$ cat config.mk
export PLATFORM = sky130hd
export DESIGN_NAME = spcr_regs
export DESIGN_NICKNAME = d
export VERILOG_FILES = /design/src/pkg/spcr_pkg.sv /design/src/logic/spcr_cfg_word.sv /design/src/logic/spcr_regs.sv
export SDC_FILE = /design/constraint.sdc
export NUM_CORES = 1
export LEC_CHECK = 0
export BUFFER_PORTS_ARGS = -buffer_cell sky130_fd_sc_hd__clkbuf_2
export CORE_UTILIZATION = 46
export DETAILED_ROUTE_END_ITERATION = 16
export MAX_ROUTING_LAYER = met4
export PLACE_DENSITY_LB_ADDON = 0.3
export SYNTH_ARGS = -nofsm -noshare
export SYNTH_HDL_FRONTEND = slang
export SYNTH_SLANG_ARGS = --single-unit
$ cat constraint.sdc
create_clock -name clock -period 3.1 [get_ports clock]
set_clock_uncertainty 0.15 [all_clocks]
set_input_delay 0.155 -clock clock [delete_from_list [all_inputs] [get_ports clock]]
set_output_delay 0.155 -clock clock [all_outputs]
set_load 0.005 [all_outputs]
$ cat src/pkg/spcr_pkg.sv
// Package for the port policy and boot cluster configuration register bank
package spcr_pkg;

  localparam int unsigned ADDR_W = 4;
  localparam int unsigned DATA_W = 32;

  // Register byte offsets
  localparam logic [ADDR_W-1:0] OFF_PORT_POLICY = 4'h0;
  localparam logic [ADDR_W-1:0] OFF_BOOT_INFO   = 4'h4;
  localparam logic [ADDR_W-1:0] OFF_RESTORE_KEY = 4'h8;

  localparam logic [DATA_W-1:0] RESTORE_KEY = 32'ha50ff0fa;

  // Port policy field positions
  localparam int unsigned PP_P1_WR_AP   = 22;
  localparam int unsigned PP_P1_RD_AP   = 21;
  localparam int unsigned PP_P0_WR_AP   = 20;
  localparam int unsigned PP_P0_RD_AP   = 19;
  localparam int unsigned PP_M0_WAKE    = 18;
  localparam int unsigned PP_S1_WAKE    = 17;
  localparam int unsigned PP_S0_WAKE    = 16;
  localparam int unsigned PP_P4_WR_RGN  = 12;
  localparam int unsigned PP_P4_RD_RGN  = 8;
  localparam int unsigned PP_P3_WR_RGN  = 4;
  localparam int unsigned PP_P3_RD_RGN  = 0;

  // Boot info field positions
  localparam int unsigned BI_BOOT_GROUP = 28;
  localparam int unsigned BI_BOOT_CORE  = 24;
  localparam int unsigned BI_SMALL_CNT  = 20;
  localparam int unsigned BI_LARGE_CNT  = 16;
  localparam int unsigned BI_ACTIVE     = 0;

  // Writable bit masks; all other bits are reserved
  localparam logic [DATA_W-1:0] PP_MASK = 32'h007fffff;
  localparam logic [DATA_W-1:0] BI_MASK = 32'h13fff803;

  // Values after reset
  localparam logic [DATA_W-1:0] PP_RESET = 32'h00070000;
  localparam logic [DATA_W-1:0] BI_RESET = 32'h0032f003;

  typedef struct packed {
    logic       p1_write_autoprecharge;
    logic       p1_read_autoprecharge;
    logic       p0_write_autoprecharge;
    logic       p0_read_autoprecharge;
    logic       master0_gate_wake;
    logic       slave1_gate_wake;
    logic       slave0_gate_wake;
    logic [3:0] port4_write_region_id;
    logic [3:0] port4_read_region_id;
    logic [3:0] port3_write_region_id;
    logic [3:0] port3_read_region_id;
  } spcr_port_s;

  typedef struct packed {
    logic       boot_small_group;
    logic [1:0] boot_core;
    logic [3:0] small_group_core_count;
    logic [3:0] large_group_core_count;
    logic [1:0] active_groups;
  } spcr_boot_s;

endpackage

$ cat src/logic/spcr_cfg_word.sv
// One configuration word with reserved-bit masking and restore to default
`timescale 1ns/1ps
`default_nettype none
module spcr_cfg_word #(
  parameter logic [31:0] RESET_VAL = 32'h00000000,
  parameter logic [31:0] MASK      = 32'hffffffff
) (
  input  wire logic        clock,    // System clock
  input  wire logic        rst_n,    // Synchronised reset, active low
  input  wire logic        wr_en,    // Write this word
  input  wire logic        restore,  // Return to default
  input  wire logic [31:0] wr_data,  // Write data
  output logic      [31:0] value     // Stored word
);

  logic [31:0] word_reg;
  logic [31:0] word_next;

  // Restore takes priority over a write in the same cycle
  assign word_next = restore ? RESET_VAL : (wr_data & MASK);

  always_ff @(posedge clock or negedge rst_n) begin
    if (!rst_n) begin
      word_reg <= RESET_VAL;
    end else if (wr_en || restore) begin
      word_reg <= word_next;
    end
  end

  assign value = word_reg;

endmodule // spcr_cfg_word
`default_nettype wire

$ cat src/logic/spcr_regs.sv
// Port policy and boot cluster configuration register bank
//
// The address map and the address-and-strobe port were chosen for this implementation.
`timescale 1ns/1ps
`default_nettype none
module spcr_regs (
  input  wire logic                     clock,     // 20 MHz system clock
  input  wire logic                     rst_n,     // Asynchronous reset, active low
  input  wire logic [3:0]               addr,      // Register byte address
  input  wire logic [31:0]              wdata,     // Write data
  input  wire logic                     wr,        // Write strobe
  input  wire logic                     rd,        // Read strobe
  output logic      [31:0]              rdata,     // Read data, cycle after rd
  output spcr_pkg::spcr_port_s          port_cfg,  // Memory and interconnect port settings
  output spcr_pkg::spcr_boot_s          boot_cfg   // Boot cluster settings
);

  logic rst_meta_reg;
  logic rst_sync_reg;

  always_ff @(posedge clock or negedge rst_n) begin
    if (!rst_n) begin
      rst_meta_reg <= 1'b0;
      rst_sync_reg <= 1'b0;
    end else begin
      rst_meta_reg <= 1'b1;
      rst_sync_reg <= rst_meta_reg;
    end
  end

  wire sel_pp   = (addr == spcr_pkg::OFF_PORT_POLICY);
  wire sel_bi   = (addr == spcr_pkg::OFF_BOOT_INFO);
  wire sel_key  = (addr == spcr_pkg::OFF_RESTORE_KEY);
  // Only the exact key restores; any other value is dropped
  wire restore  = wr && sel_key && (wdata == spcr_pkg::RESTORE_KEY);

  wire [31:0] pp_val;
  wire [31:0] bi_val;

  // Port policy bits 15..11 feed the port4 region ids; boot info hint bits 15..11 are plain storage and steer nothing
  spcr_cfg_word #(
    .RESET_VAL (spcr_pkg::PP_RESET),
    .MASK      (spcr_pkg::PP_MASK)
  ) u_port_policy (
    .clock   (clock),
    .rst_n   (rst_sync_reg),
    .wr_en   (wr && sel_pp),
    .restore (restore),
    .wr_data (wdata),
    .value   (pp_val)
  );

  spcr_cfg_word #(
    .RESET_VAL (spcr_pkg::BI_RESET),
    .MASK      (spcr_pkg::BI_MASK)
  ) u_boot_info (
    .clock   (clock),
    .rst_n   (rst_sync_reg),
    .wr_en   (wr && sel_bi),
    .restore (restore),
    .wr_data (wdata),
    .value   (bi_val)
  );

  // Key register is write-only and reads as zero, as do unmapped addresses
  wire [31:0] rd_mux = sel_pp ? pp_val : (sel_bi ? bi_val : 32'h00000000);

  spcr_pkg::spcr_port_s port_next;
  spcr_pkg::spcr_boot_s boot_next;

  // Output defaults are cut from the register defaults so the two never drift apart
  localparam spcr_pkg::spcr_port_s PORT_RST = spcr_pkg::PP_RESET[22:0];
  localparam spcr_pkg::spcr_boot_s BOOT_RST = {spcr_pkg::BI_RESET[28], spcr_pkg::BI_RESET[25:16],
                                               spcr_pkg::BI_RESET[1:0]};

  assign port_next.p1_write_autoprecharge = pp_val[spcr_pkg::PP_P1_WR_AP];
  assign port_next.p1_read_autoprecharge  = pp_val[spcr_pkg::PP_P1_RD_AP];
  assign port_next.p0_write_autoprecharge = pp_val[spcr_pkg::PP_P0_WR_AP];
  assign port_next.p0_read_autoprecharge  = pp_val[spcr_pkg::PP_P0_RD_AP];
  assign port_next.master0_gate_wake      = pp_val[spcr_pkg::PP_M0_WAKE];
  assign port_next.slave1_gate_wake       = pp_val[spcr_pkg::PP_S1_WAKE];
  assign port_next.slave0_gate_wake       = pp_val[spcr_pkg::PP_S0_WAKE];
  assign port_next.port4_write_region_id  = pp_val[spcr_pkg::PP_P4_WR_RGN +: 4];
  assign port_next.port4_read_region_id   = pp_val[spcr_pkg::PP_P4_RD_RGN +: 4];
  assign port_next.port3_write_region_id  = pp_val[spcr_pkg::PP_P3_WR_RGN +: 4];
  assign port_next.port3_read_region_id   = pp_val[spcr_pkg::PP_P3_RD_RGN +: 4];

  assign boot_next.boot_small_group       = bi_val[spcr_pkg::BI_BOOT_GROUP];
  assign boot_next.boot_core              = bi_val[spcr_pkg::BI_BOOT_CORE +: 2];
  assign boot_next.small_group_core_count = bi_val[spcr_pkg::BI_SMALL_CNT +: 4];
  assign boot_next.large_group_core_count = bi_val[spcr_pkg::BI_LARGE_CNT +: 4];
  assign boot_next.active_groups          = bi_val[spcr_pkg::BI_ACTIVE +: 2];

  // Outputs are registered so downstream ports see clean levels
  always_ff @(posedge clock or negedge rst_sync_reg) begin
    if (!rst_sync_reg) begin
      rdata    <= 32'h00000000;
      port_cfg <= PORT_RST;
      boot_cfg <= BOOT_RST;
    end else begin
      rdata    <= rd ? rd_mux : 32'h00000000;
      port_cfg <= port_next;
      boot_cfg <= boot_next;
    end
  end

  // Assertions
  a_key_restores_port: assert property (@(posedge clock) disable iff (!rst_sync_reg)
    restore |-> ##1 pp_val == spcr_pkg::PP_RESET) else $error("key did not restore port word");
  a_key_restores_boot: assert property (@(posedge clock) disable iff (!rst_sync_reg)
    restore |-> ##1 bi_val == spcr_pkg::BI_RESET) else $error("key did not restore boot word");
  a_bad_key_holds: assert property (@(posedge clock) disable iff (!rst_sync_reg)
    (wr && sel_key && !restore) |-> ##1 ($stable(pp_val) && $stable(bi_val)))
    else $error("wrong key changed a register");
  a_reserved_read_zero: assert property (@(posedge clock) disable iff (!rst_sync_reg)
    rd |-> ##1 ((rdata & ~(spcr_pkg::PP_MASK | spcr_pkg::BI_MASK)) == 32'h00000000))
    else $error("reserved bits read nonzero");
  a_pp_read_back: assert property (@(posedge clock) disable iff (!rst_sync_reg)
    (rd && sel_pp) |=> rdata == $past(pp_val)) else $error("port word read mismatch");
  a_wake_follows: assert property (@(posedge clock) disable iff (!rst_sync_reg)
    (wr && sel_pp) |-> ##2 port_cfg.master0_gate_wake == $past(wdata[18], 2))
    else $error("gate wake output mismatch");
  a_region_follows: assert property (@(posedge clock) disable iff (!rst_sync_reg)
    (wr && sel_pp) |-> ##2 (port_cfg.port4_write_region_id == $past(wdata[15:12], 2) &&
    port_cfg.port3_read_region_id == $past(wdata[3:0], 2))) else $error("region id mismatch");
  a_boot_follows: assert property (@(posedge clock) disable iff (!rst_sync_reg)
    (wr && sel_bi) |-> ##2 (boot_cfg.boot_core == $past(wdata[25:24], 2) &&
    boot_cfg.active_groups == $past(wdata[1:0], 2))) else $error("boot field mismatch");
  a_key_restores_outputs: assert property (@(posedge clock) disable iff (!rst_sync_reg)
    restore |-> ##2 (port_cfg == PORT_RST && boot_cfg == BOOT_RST))
    else $error("key did not restore outputs");
  a_rdata_idle_zero: assert property (@(posedge clock) disable iff (!rst_sync_reg)
    !rd |=> rdata == 32'h00000000) else $error("read data not zero outside a read");
  a_boot_group_follows: assert property (@(posedge clock) disable iff (!rst_sync_reg)
    (wr && sel_bi) |-> ##2 (boot_cfg.boot_small_group == $past(wdata[28], 2) &&
    boot_cfg.small_group_core_count == $past(wdata[23:20], 2) &&
    boot_cfg.large_group_core_count == $past(wdata[19:16], 2))) else $error("boot group mismatch");

endmodule // spcr_regs
`default_nettype wire

==> run summary, run 1 <==
The achievable frequency came out at 484 MHz. The share of the Yosys chip area taken by registers is 0.718. The slowest stage cell on the critical path is sky130_fd_sc_hd__dlygate4sd3_1. The die span in y came out at a little over 90 µm. After clock tree synthesis, the clock-pin slew on the worst setup and hold paths is 100 ps.

The register with the most flip-flops in the final layout is rdata. The share of final-layout standard cells stronger than drive strength 1 is 0.373. The average wire per standard cell came out at between 10 and 15 µm.

The repair_antennas step left the layout with diodes totalling 0. The source-to-sink clock delay at the later pin of the worst-skew pair came out at 360 ps. The arrival time at the worst endpoint came out at 2150 ps. The total power came out at 2.93 mW. The portion of the clock cycle consumed by the worst path in the final layout is 0.667.

Together, buffers and inverters on the worst path number 3. The largest total area in the synthesized netlist belongs to sky130_fd_sc_hd__dfrtp_1. The CTS H-tree depth is 3. Buffers added to address setup during post-CTS repair amount to 0. The instance count of the mapped netlist is 264. The count of buffers inserted at the top-level ports came out at 102. The total count of max-transition violations in the final report came out at 0. TritonCTS built the clock tree. The post-synthesis area per instance came out at 14.1 µm². The instance count on the critical path came out at 7. The number of design rule violations left after detail routing came out at 0.

The final-report setup violation count is 0. The width of the chip is 92.1 µm. The number of rows in the core area came out at 32.

The clock tree buffer depth is 2. The worst hold path belongs to the class primary input to register. The layout net count came out at 442. The flow ran to the end, and the final reports show no timing, DRC or antenna violations. In this run the clock root is driven by a sky130_fd_sc_hd__clkbuf_8. The worst setup path is launched from a primary input. The setup TNS came out at 0 ps. The total overflow left after global routing is 0. The global placement routability congestion is 0.797. The leakage component of the power came out at between 2 and 3 nW. The setup slack after placement is 1040 ps. The clock period could shrink to a little over 2000 ps. The effective utilization at floorplan is 0.480. In the layout the commonest cells are sky130_fd_sc_hd__clkbuf_2 (102), sky130_fd_sc_hd__dfrtp_1 (85), sky130_fd_sc_hd__nor2_1 (35), sky130_fd_sc_hd__dlygate4sd3_1 (29), sky130_fd_sc_hd__mux2i_1 (25). The worst setup path is captured at a register.

The die covers 8480 µm². The pin count of the biggest net entering global routing is approximately 110. Of the post-synthesis cell area, the dominant cell type holds 0.577. The flip-flop count of the largest register, all copies and words added came out at 27. The area growth from synthesis to layout is 30.0%. The number of warnings printed during yosys synthesis came out at 0. Across the run, the number of max-cap violations was 0. In the routed layout, each cell is associated on average with a via count of 4.94. Ranked by total cell area, the synthesized netlist is headed by sky130_fd_sc_hd__dfrtp_1 (58%), sky130_fd_sc_hd__dfstp_2 (14%), sky130_fd_sc_hd__mux2i_1 (6.7%).

The number of top-level pins came out at 108. The required time of the critical path is roughly 3200 ps. The most common cell after layout, fill and taps aside is sky130_fd_sc_hd__clkbuf_2.

The sink count of the clock tree came out at 106. Broken down by cell family, the worst path's largest delay share belongs to buffers and inverters. The stage delay of the slowest cell on the critical path is 540 ps. The via count of the first global-routing pass came out at 2503.

The worst setup path is of the primary input to register kind. The number of search-and-repair iterations in the first detailed-routing pass is 5. The global-route wire length before repair is 12400 µm.

Setup repair after global routing left no endpoint under its margin. The relative max-transition margin came out at 0.519. Once detailed placement completed, the half-perimeter wirelength came to 5000 µm. The remaining antenna violation count after routing came out at 0. For the pin with the worst max-slew slack, the measured transition is 718 ps. For this run, the total global-route usage over all layers was measured as 0.201. The initial DRC count came out at approximately 130.

The number of different library cells in the post-synthesis netlist is 27. After synthesis the cells add up to 3730 µm². The synthesized flop and latch total came out at 106. The worst setup slack after layout is 1030 ps. The worst-case IR drop observed on VDD is around 250 µV.

The core area is 7770 µm². The number of cells on the worst hold path is 3. The CTS buffer count came out at 9. The count of hold-fix buffers inserted at cts is 29.

In this run, post-CTS repair resized a total of 0 instances. The number of antenna violations at the first check in global routing is 0. The hold violation total from the final report came out at 0. The highest net fanout along the worst path came out at 24. The total vias in the final route came out at 2515. In this run the power density over the cells is 605 nW/µm². The depth of the worst register-to-register path came out at 2. The wire length after detailed routing came out at around 7600 µm. Walking the worst path, the cells encountered are dlygate4sd3_1, clkbuf_2, nor4b_1, nand4_1, nor4_4, buf_4, o22ai_1.
-- cell type report --
class | count | area, µm²
inverter | 10 | 37.5
tap | 102 | 128
sequential | 106 | 2680
clock inverter | 6 | 47.5
timing repair buffer | 140 | 881
clock buffer | 10 | 138
fill | 637 | 2920
multi-input combinational | 135 | 938
-- layer usage --
metal	track usage	share of wire
met1	0.250	0.43
met2	0.326	0.51
met3	0.0340	0.043
met4	0.0872	0.014
met5	-	0
-- power breakdown --
part	internal, mW	switching (mW)
clock	0.323	0.461
sequential	1.65	0.122
combinational	0.202	0.173
total	2.18	0.756
-- cells by family (layout without fill, tap and decap cells) --
logic type	after synthesis	in the layout	synth area share
other cells	2	6	0.00201
buf+inv	27	166	0.0362
mux	25	25	0.0671
simple gates	74	74	0.109
compound gates	30	30	0.0677
flops	106	106	0.718
-- path summary, 6_finish.rpt --
path / from / endpoint / slack (ps)
max: wdata[21] / u_port_policy.value[11] / 1030
min in group asynchronous: rst_sync_reg / u_port_policy.value[9] / 220
min reg2reg: rst_meta_reg / rst_sync_reg / 210
max reg2reg: u_boot_info.value[17] / u_boot_info.value[17] / 2110
min: addr[3] / rdata[24] / 140
max in group asynchronous: rst_sync_reg / boot_cfg[7] / 2150
-- cell usage after synthesis --
cell                       instances
sky130_fd_sc_hd__conb_1            2
sky130_fd_sc_hd__and3_1            2
sky130_fd_sc_hd__nand2b_1          2
sky130_fd_sc_hd__inv_1            10
sky130_fd_sc_hd__buf_2             6
sky130_fd_sc_hd__nand4_1           2
sky130_fd_sc_hd__nand3b_1          1
sky130_fd_sc_hd__nor3b_1           1
sky130_fd_sc_hd__nor3_1            1
sky130_fd_sc_hd__nor4_4            1
sky130_fd_sc_hd__and2_1           13
sky130_fd_sc_hd__and4_1            1
sky130_fd_sc_hd__nor4bb_1          4
sky130_fd_sc_hd__clkbuf_1          4
sky130_fd_sc_hd__dfrtp_1          86
sky130_fd_sc_hd__a211o_1          10
sky130_fd_sc_hd__a22o_1           14
sky130_fd_sc_hd__mux2i_1          25
sky130_fd_sc_hd__buf_4             7
sky130_fd_sc_hd__nand2_1           7
sky130_fd_sc_hd__nor3b_2           1
sky130_fd_sc_hd__nor4b_1           2
sky130_fd_sc_hd__dfstp_2          20
sky130_fd_sc_hd__o22a_1            2
sky130_fd_sc_hd__nor2_1           35
sky130_fd_sc_hd__o22ai_1           4
sky130_fd_sc_hd__or4_4             1
-- worst register-to-register path: cells and delay by family, from the launching register on --
family / cells / cell delay [ps]
flops: 1 / 560
simple gates: 1 / 110
compound gates: 1 / 130
-- per-stage QoR --
step	utilization	cell area [µm²]	hold WS (ps)	cells
floorplan	-	3750	-291	268
global placement	0.563	4380	-209	464
detailed placement	0.563	4380	-206	464
CTS	0.625	4850	122	509
global route	0.625	4850	137	509
finish	0.625	4850	144	509
(Power assumes the default switching activity.)
==> run 2: changes to the inputs <==
--- a/config.mk
+++ b/config.mk
@@ -5,8 +5,9 @@
 export SDC_FILE = /design/constraint.sdc
 export NUM_CORES = 1
 export LEC_CHECK = 0
+export ABC_AREA = 1
 export BUFFER_PORTS_ARGS = -buffer_cell sky130_fd_sc_hd__clkbuf_2
-export CORE_UTILIZATION = 46
+export CORE_UTILIZATION = 51
 export DETAILED_ROUTE_END_ITERATION = 16
 export MAX_ROUTING_LAYER = met4
 export PLACE_DENSITY_LB_ADDON = 0.3
==> constraint.sdc (replaced) <==
create_clock -name clock -period 2 [get_ports clock]
set_clock_uncertainty 0.15 [all_clocks]
set_input_delay 0.1 -clock clock [delete_from_list [all_inputs] [get_ports clock]]
set_output_delay 0.1 -clock clock [all_outputs]
set_load 0.005 [all_outputs]
==> run 2 against run 1 <==
Net effect: sequential share of layout area shrank 1.3 points; sequential power is 53% higher; cell count rose by 19%.
==> run summary, run 2 <==
Derived from the worst setup path, the maximum achievable clock frequency is between 500 and 600 MHz. The remaining antenna violation count after routing came out at 0. The number of flops mapped to enable cells by yosys came out at 0. The die span in y is 89.4 µm. Of the total power, combinational logic draws 0.123.

Leaving out fill and tap cells, the most frequent cell in the layout is sky130_fd_sc_hd__nand2_1. The number of antenna violations at the first check in global routing was 0. Ranked by instance count, the synthesized netlist is headed by sky130_fd_sc_hd__nand2_1 (109), sky130_fd_sc_hd__dfrtp_1 (86), sky130_fd_sc_hd__nand3_1 (65). The critical path goes through dlygate4sd3_1, clkbuf_2, nor2_1, nand3_1, nor2_1, nand3_4, nand2_1, nand2_1, nand2_1.

The wire length after detailed routing is 8760 µm. The relative max-transition margin is 0.386. After clock tree synthesis, the clock-pin slew on the worst setup and hold paths is 90 ps. The highest net fanout along the worst path came out at 23. Clock tree synthesis found a total of 106 sinks. Using the TritonRoute via totals, the vias-per-cell ratio works out to 4.86. The transition at the pin with the smallest max-transition slack came out at around 900 ps. The HPWL after detailed placement is 5520 µm. Leaving out fill and tap cells, the most frequent cells in the layout are sky130_fd_sc_hd__nand2_1 (109), sky130_fd_sc_hd__clkbuf_2 (102), sky130_fd_sc_hd__dfrtp_1 (85), sky130_fd_sc_hd__nand3_1 (65), sky130_fd_sc_hd__dlygate4sd3_1 (30). During synthesis, Yosys emitted a total of 0 warnings. The dominant cell type by area after synthesis is sky130_fd_sc_hd__dfrtp_1. The placement-stage cell area is 4460 µm².

The width of the chip is 89.4 µm. rdata holds more flip-flops than any other register. In this run the clock root is driven by a sky130_fd_sc_hd__clkbuf_8.

The final design instance area without fill is slightly below 5000 µm². In the finished design, the share of the clock period the worst path needs comes to 0.936. The max-capacitance violation count is 0. The antenna cell count is 0. The core area is 7330 µm².

The total count of max-transition violations in the final report came to 0. The commonest register cell after synthesis is sky130_fd_sc_hd__dfrtp_1. The total power per unit cell area came out at 921 nW/µm².

The worst setup path is captured at a register. The number of rows in the core area is 31. The effective utilization at floorplan came out at 0.531. The area of the die came out at between 7000 and 8000 µm². The count of buffers inserted at the top-level ports came out at 102. Entering global routing, the biggest net connects 52 pins.

The global placement routability congestion is 0.803. The CTS H-tree depth is 3. For this run, the register share of the synthesized area comes to 0.688. The CTS buffer count came out at 9. The global-route wire length before repair is about 14000 µm.

The average wire per standard cell is ~14 µm. The via count of the first global-routing pass came out at 2888. Sorting the synthesized cells by area gives the leading types as sky130_fd_sc_hd__dfrtp_1 (55%), sky130_fd_sc_hd__dfstp_2 (14%), sky130_fd_sc_hd__nand2_1 (11%). The path class of the tightest hold or removal check is primary input to register.

The share of power burned in registers is 0.597. The number of inserted filler cells in the final layout came out at 588. The synthesized flop and latch total is 106. The number of top-level pins is 108. The instance count of the mapped netlist is 369.

The flip-flop count of the largest register, all copies and words added is 27. The stage delay of the slowest cell on the critical path is 540 ps. The time the final worst path needs with I/O delays and setup is 1870 ps.

The share of final-layout standard cells stronger than drive strength 1 is 0.313. The total vias in the final route came out at 2953. Cell internal power was estimated by the tool at 3.39 mW.

The hold violation total from the final report came to 0. The number of search-and-repair iterations in the first detailed-routing pass came out at 4. Across the whole layout, storage elements account for 2680 µm².

The synthesis-to-layout area growth is 27.7%. The source-to-sink clock delay at the later pin of the worst-skew pair is ~350 ps. The setup TNS came out at 0 ps. The total congestion overflow came out at 0. The share of the synthesized area in the top cell type is 0.553. The synthesized netlist occupies a cell area of 3890 µm². The final design utilization is 0.678. The worst setup slack after layout is 127 ps. In this design, the critical path's most frequently occurring cell is sky130_fd_sc_hd__nand2_1. The area taken by multi-input logic gates came out at a little over 1000 µm². The layout net count is 543. Setup violations remaining at the end of the flow were counted as 0. The number of different library cells in the post-synthesis netlist came out at 21.

The internal reg-to-reg setup slack came out at about 870 ps. In the post-synthesis netlist, the cell with the most instances is sky130_fd_sc_hd__nand2_1. The switching power summed over all nets is 1.19 mW. The required time of the critical path came out at ~2100 ps. The part of the total power dissipated in the clock network came out at 0.280.

The setup slack after placement is approximately 260 ps. A synthesized cell averages 10.5 µm². On the critical path, the stage with the largest delay is an instance of sky130_fd_sc_hd__dlygate4sd3_1. The leakage component of the power came out at 2.69 nW.

The clock tree buffer depth came out at 2. The global router's overall resource usage came out at 0.247. The type of the setup path with the least slack is primary input to register. The kind of start point of the critical path is a primary input. The net switching fraction of the power is 0.261. The initial DRC count came out at roughly 180.

The run finished with clean final reports. The largest vdd supply drop came out at 428 µV. The async set-reset flop share out of synthesis came out at 1.00. The number of design rule violations left after detail routing came out at 0.

The clock tree from TritonCTS is yes. The arrival time at the worst endpoint came out at 2010 ps.
==> run 2: metrics by stage <==
stage	cells	hold slack [ps]	power [mW]
global placement	560	-265	3.26
detailed placement	560	-263	3.29
CTS	606	56.8	4.60
global route	607	96.1	4.82
floorplan	373	-346	2.98
finish	607	78.2	4.58
==> run 2: timing repair <==
| action | 4_1_cts | 5_1_grt |
|---|---|---|
| hold buffers | 30 | 0 |
| hold endpoints to repair | 43 | 0 |
| setup buffers | 0 | 0 |
| resized for setup | 0 | 1 |
| setup endpoints to repair | 0 | 10 |
==> run 2: final timing paths <==
kind / startpoint / endpoint / cells after the start
min reg2reg: rst_sync_reg / rdata[5] / 0
max in group asynchronous: rst_sync_reg / port_cfg[16] / 1
max reg2reg: rst_sync_reg / port_cfg[16] / 1
max: wdata[0] / u_port_policy.value[17] / 9
min in group asynchronous: rst_sync_reg / rdata[5] / 0
min: addr[3] / u_boot_info.value[24] / 5
==> run 2: layout make-up <==
class / count / share of cell area
repair buffers: 139 / 0.176
flip-flops and latches: 106 / 0.540
multi-input cells: 223 / 0.202
well taps: 99 / 0.0249
clock buffers: 9 / 0.0249
clock inverters: 7 / 0.0138
inverters: 24 / 0.0181
==> run 2: power groups by stage <==
stage	logic (mW)	clock network, mW	registers (mW)
after global routing	0.651	1.40	2.78
final	0.563	1.28	2.73
after floorplan	0.221	0	2.75
after CTS	0.568	1.30	2.74
after detailed placement	0.519	0	2.77
after global placement	0.503	0	2.76
==> run 2: per-layer routing <==
layer / GRT usage / vias up / part of all wire
met5: - / - / 0
met4: 0.111 / 0 / 0.016
met3: 0.0397 / 14 / 0.054
met2: 0.390 / 118 / 0.51
met1: 0.316 / 1403 / 0.41
li1: - / 1418 / -
==> run 2: logic make-up (layout without fill, tap and decap cells) <==
group,count (synthesis),count (layout),share of synthesized area
simple gates,211,212,0.240
flops,106,106,0.688
compound gates,5,5,0.00836
buf+inv,45,179,0.0620
other cells,2,6,0.00193
==> run 2: critical path, delay by kind of cell <==
kind,cells,cell delay [ps]
buffers and inverters,2,670
and+or+nand+nor,7,1240
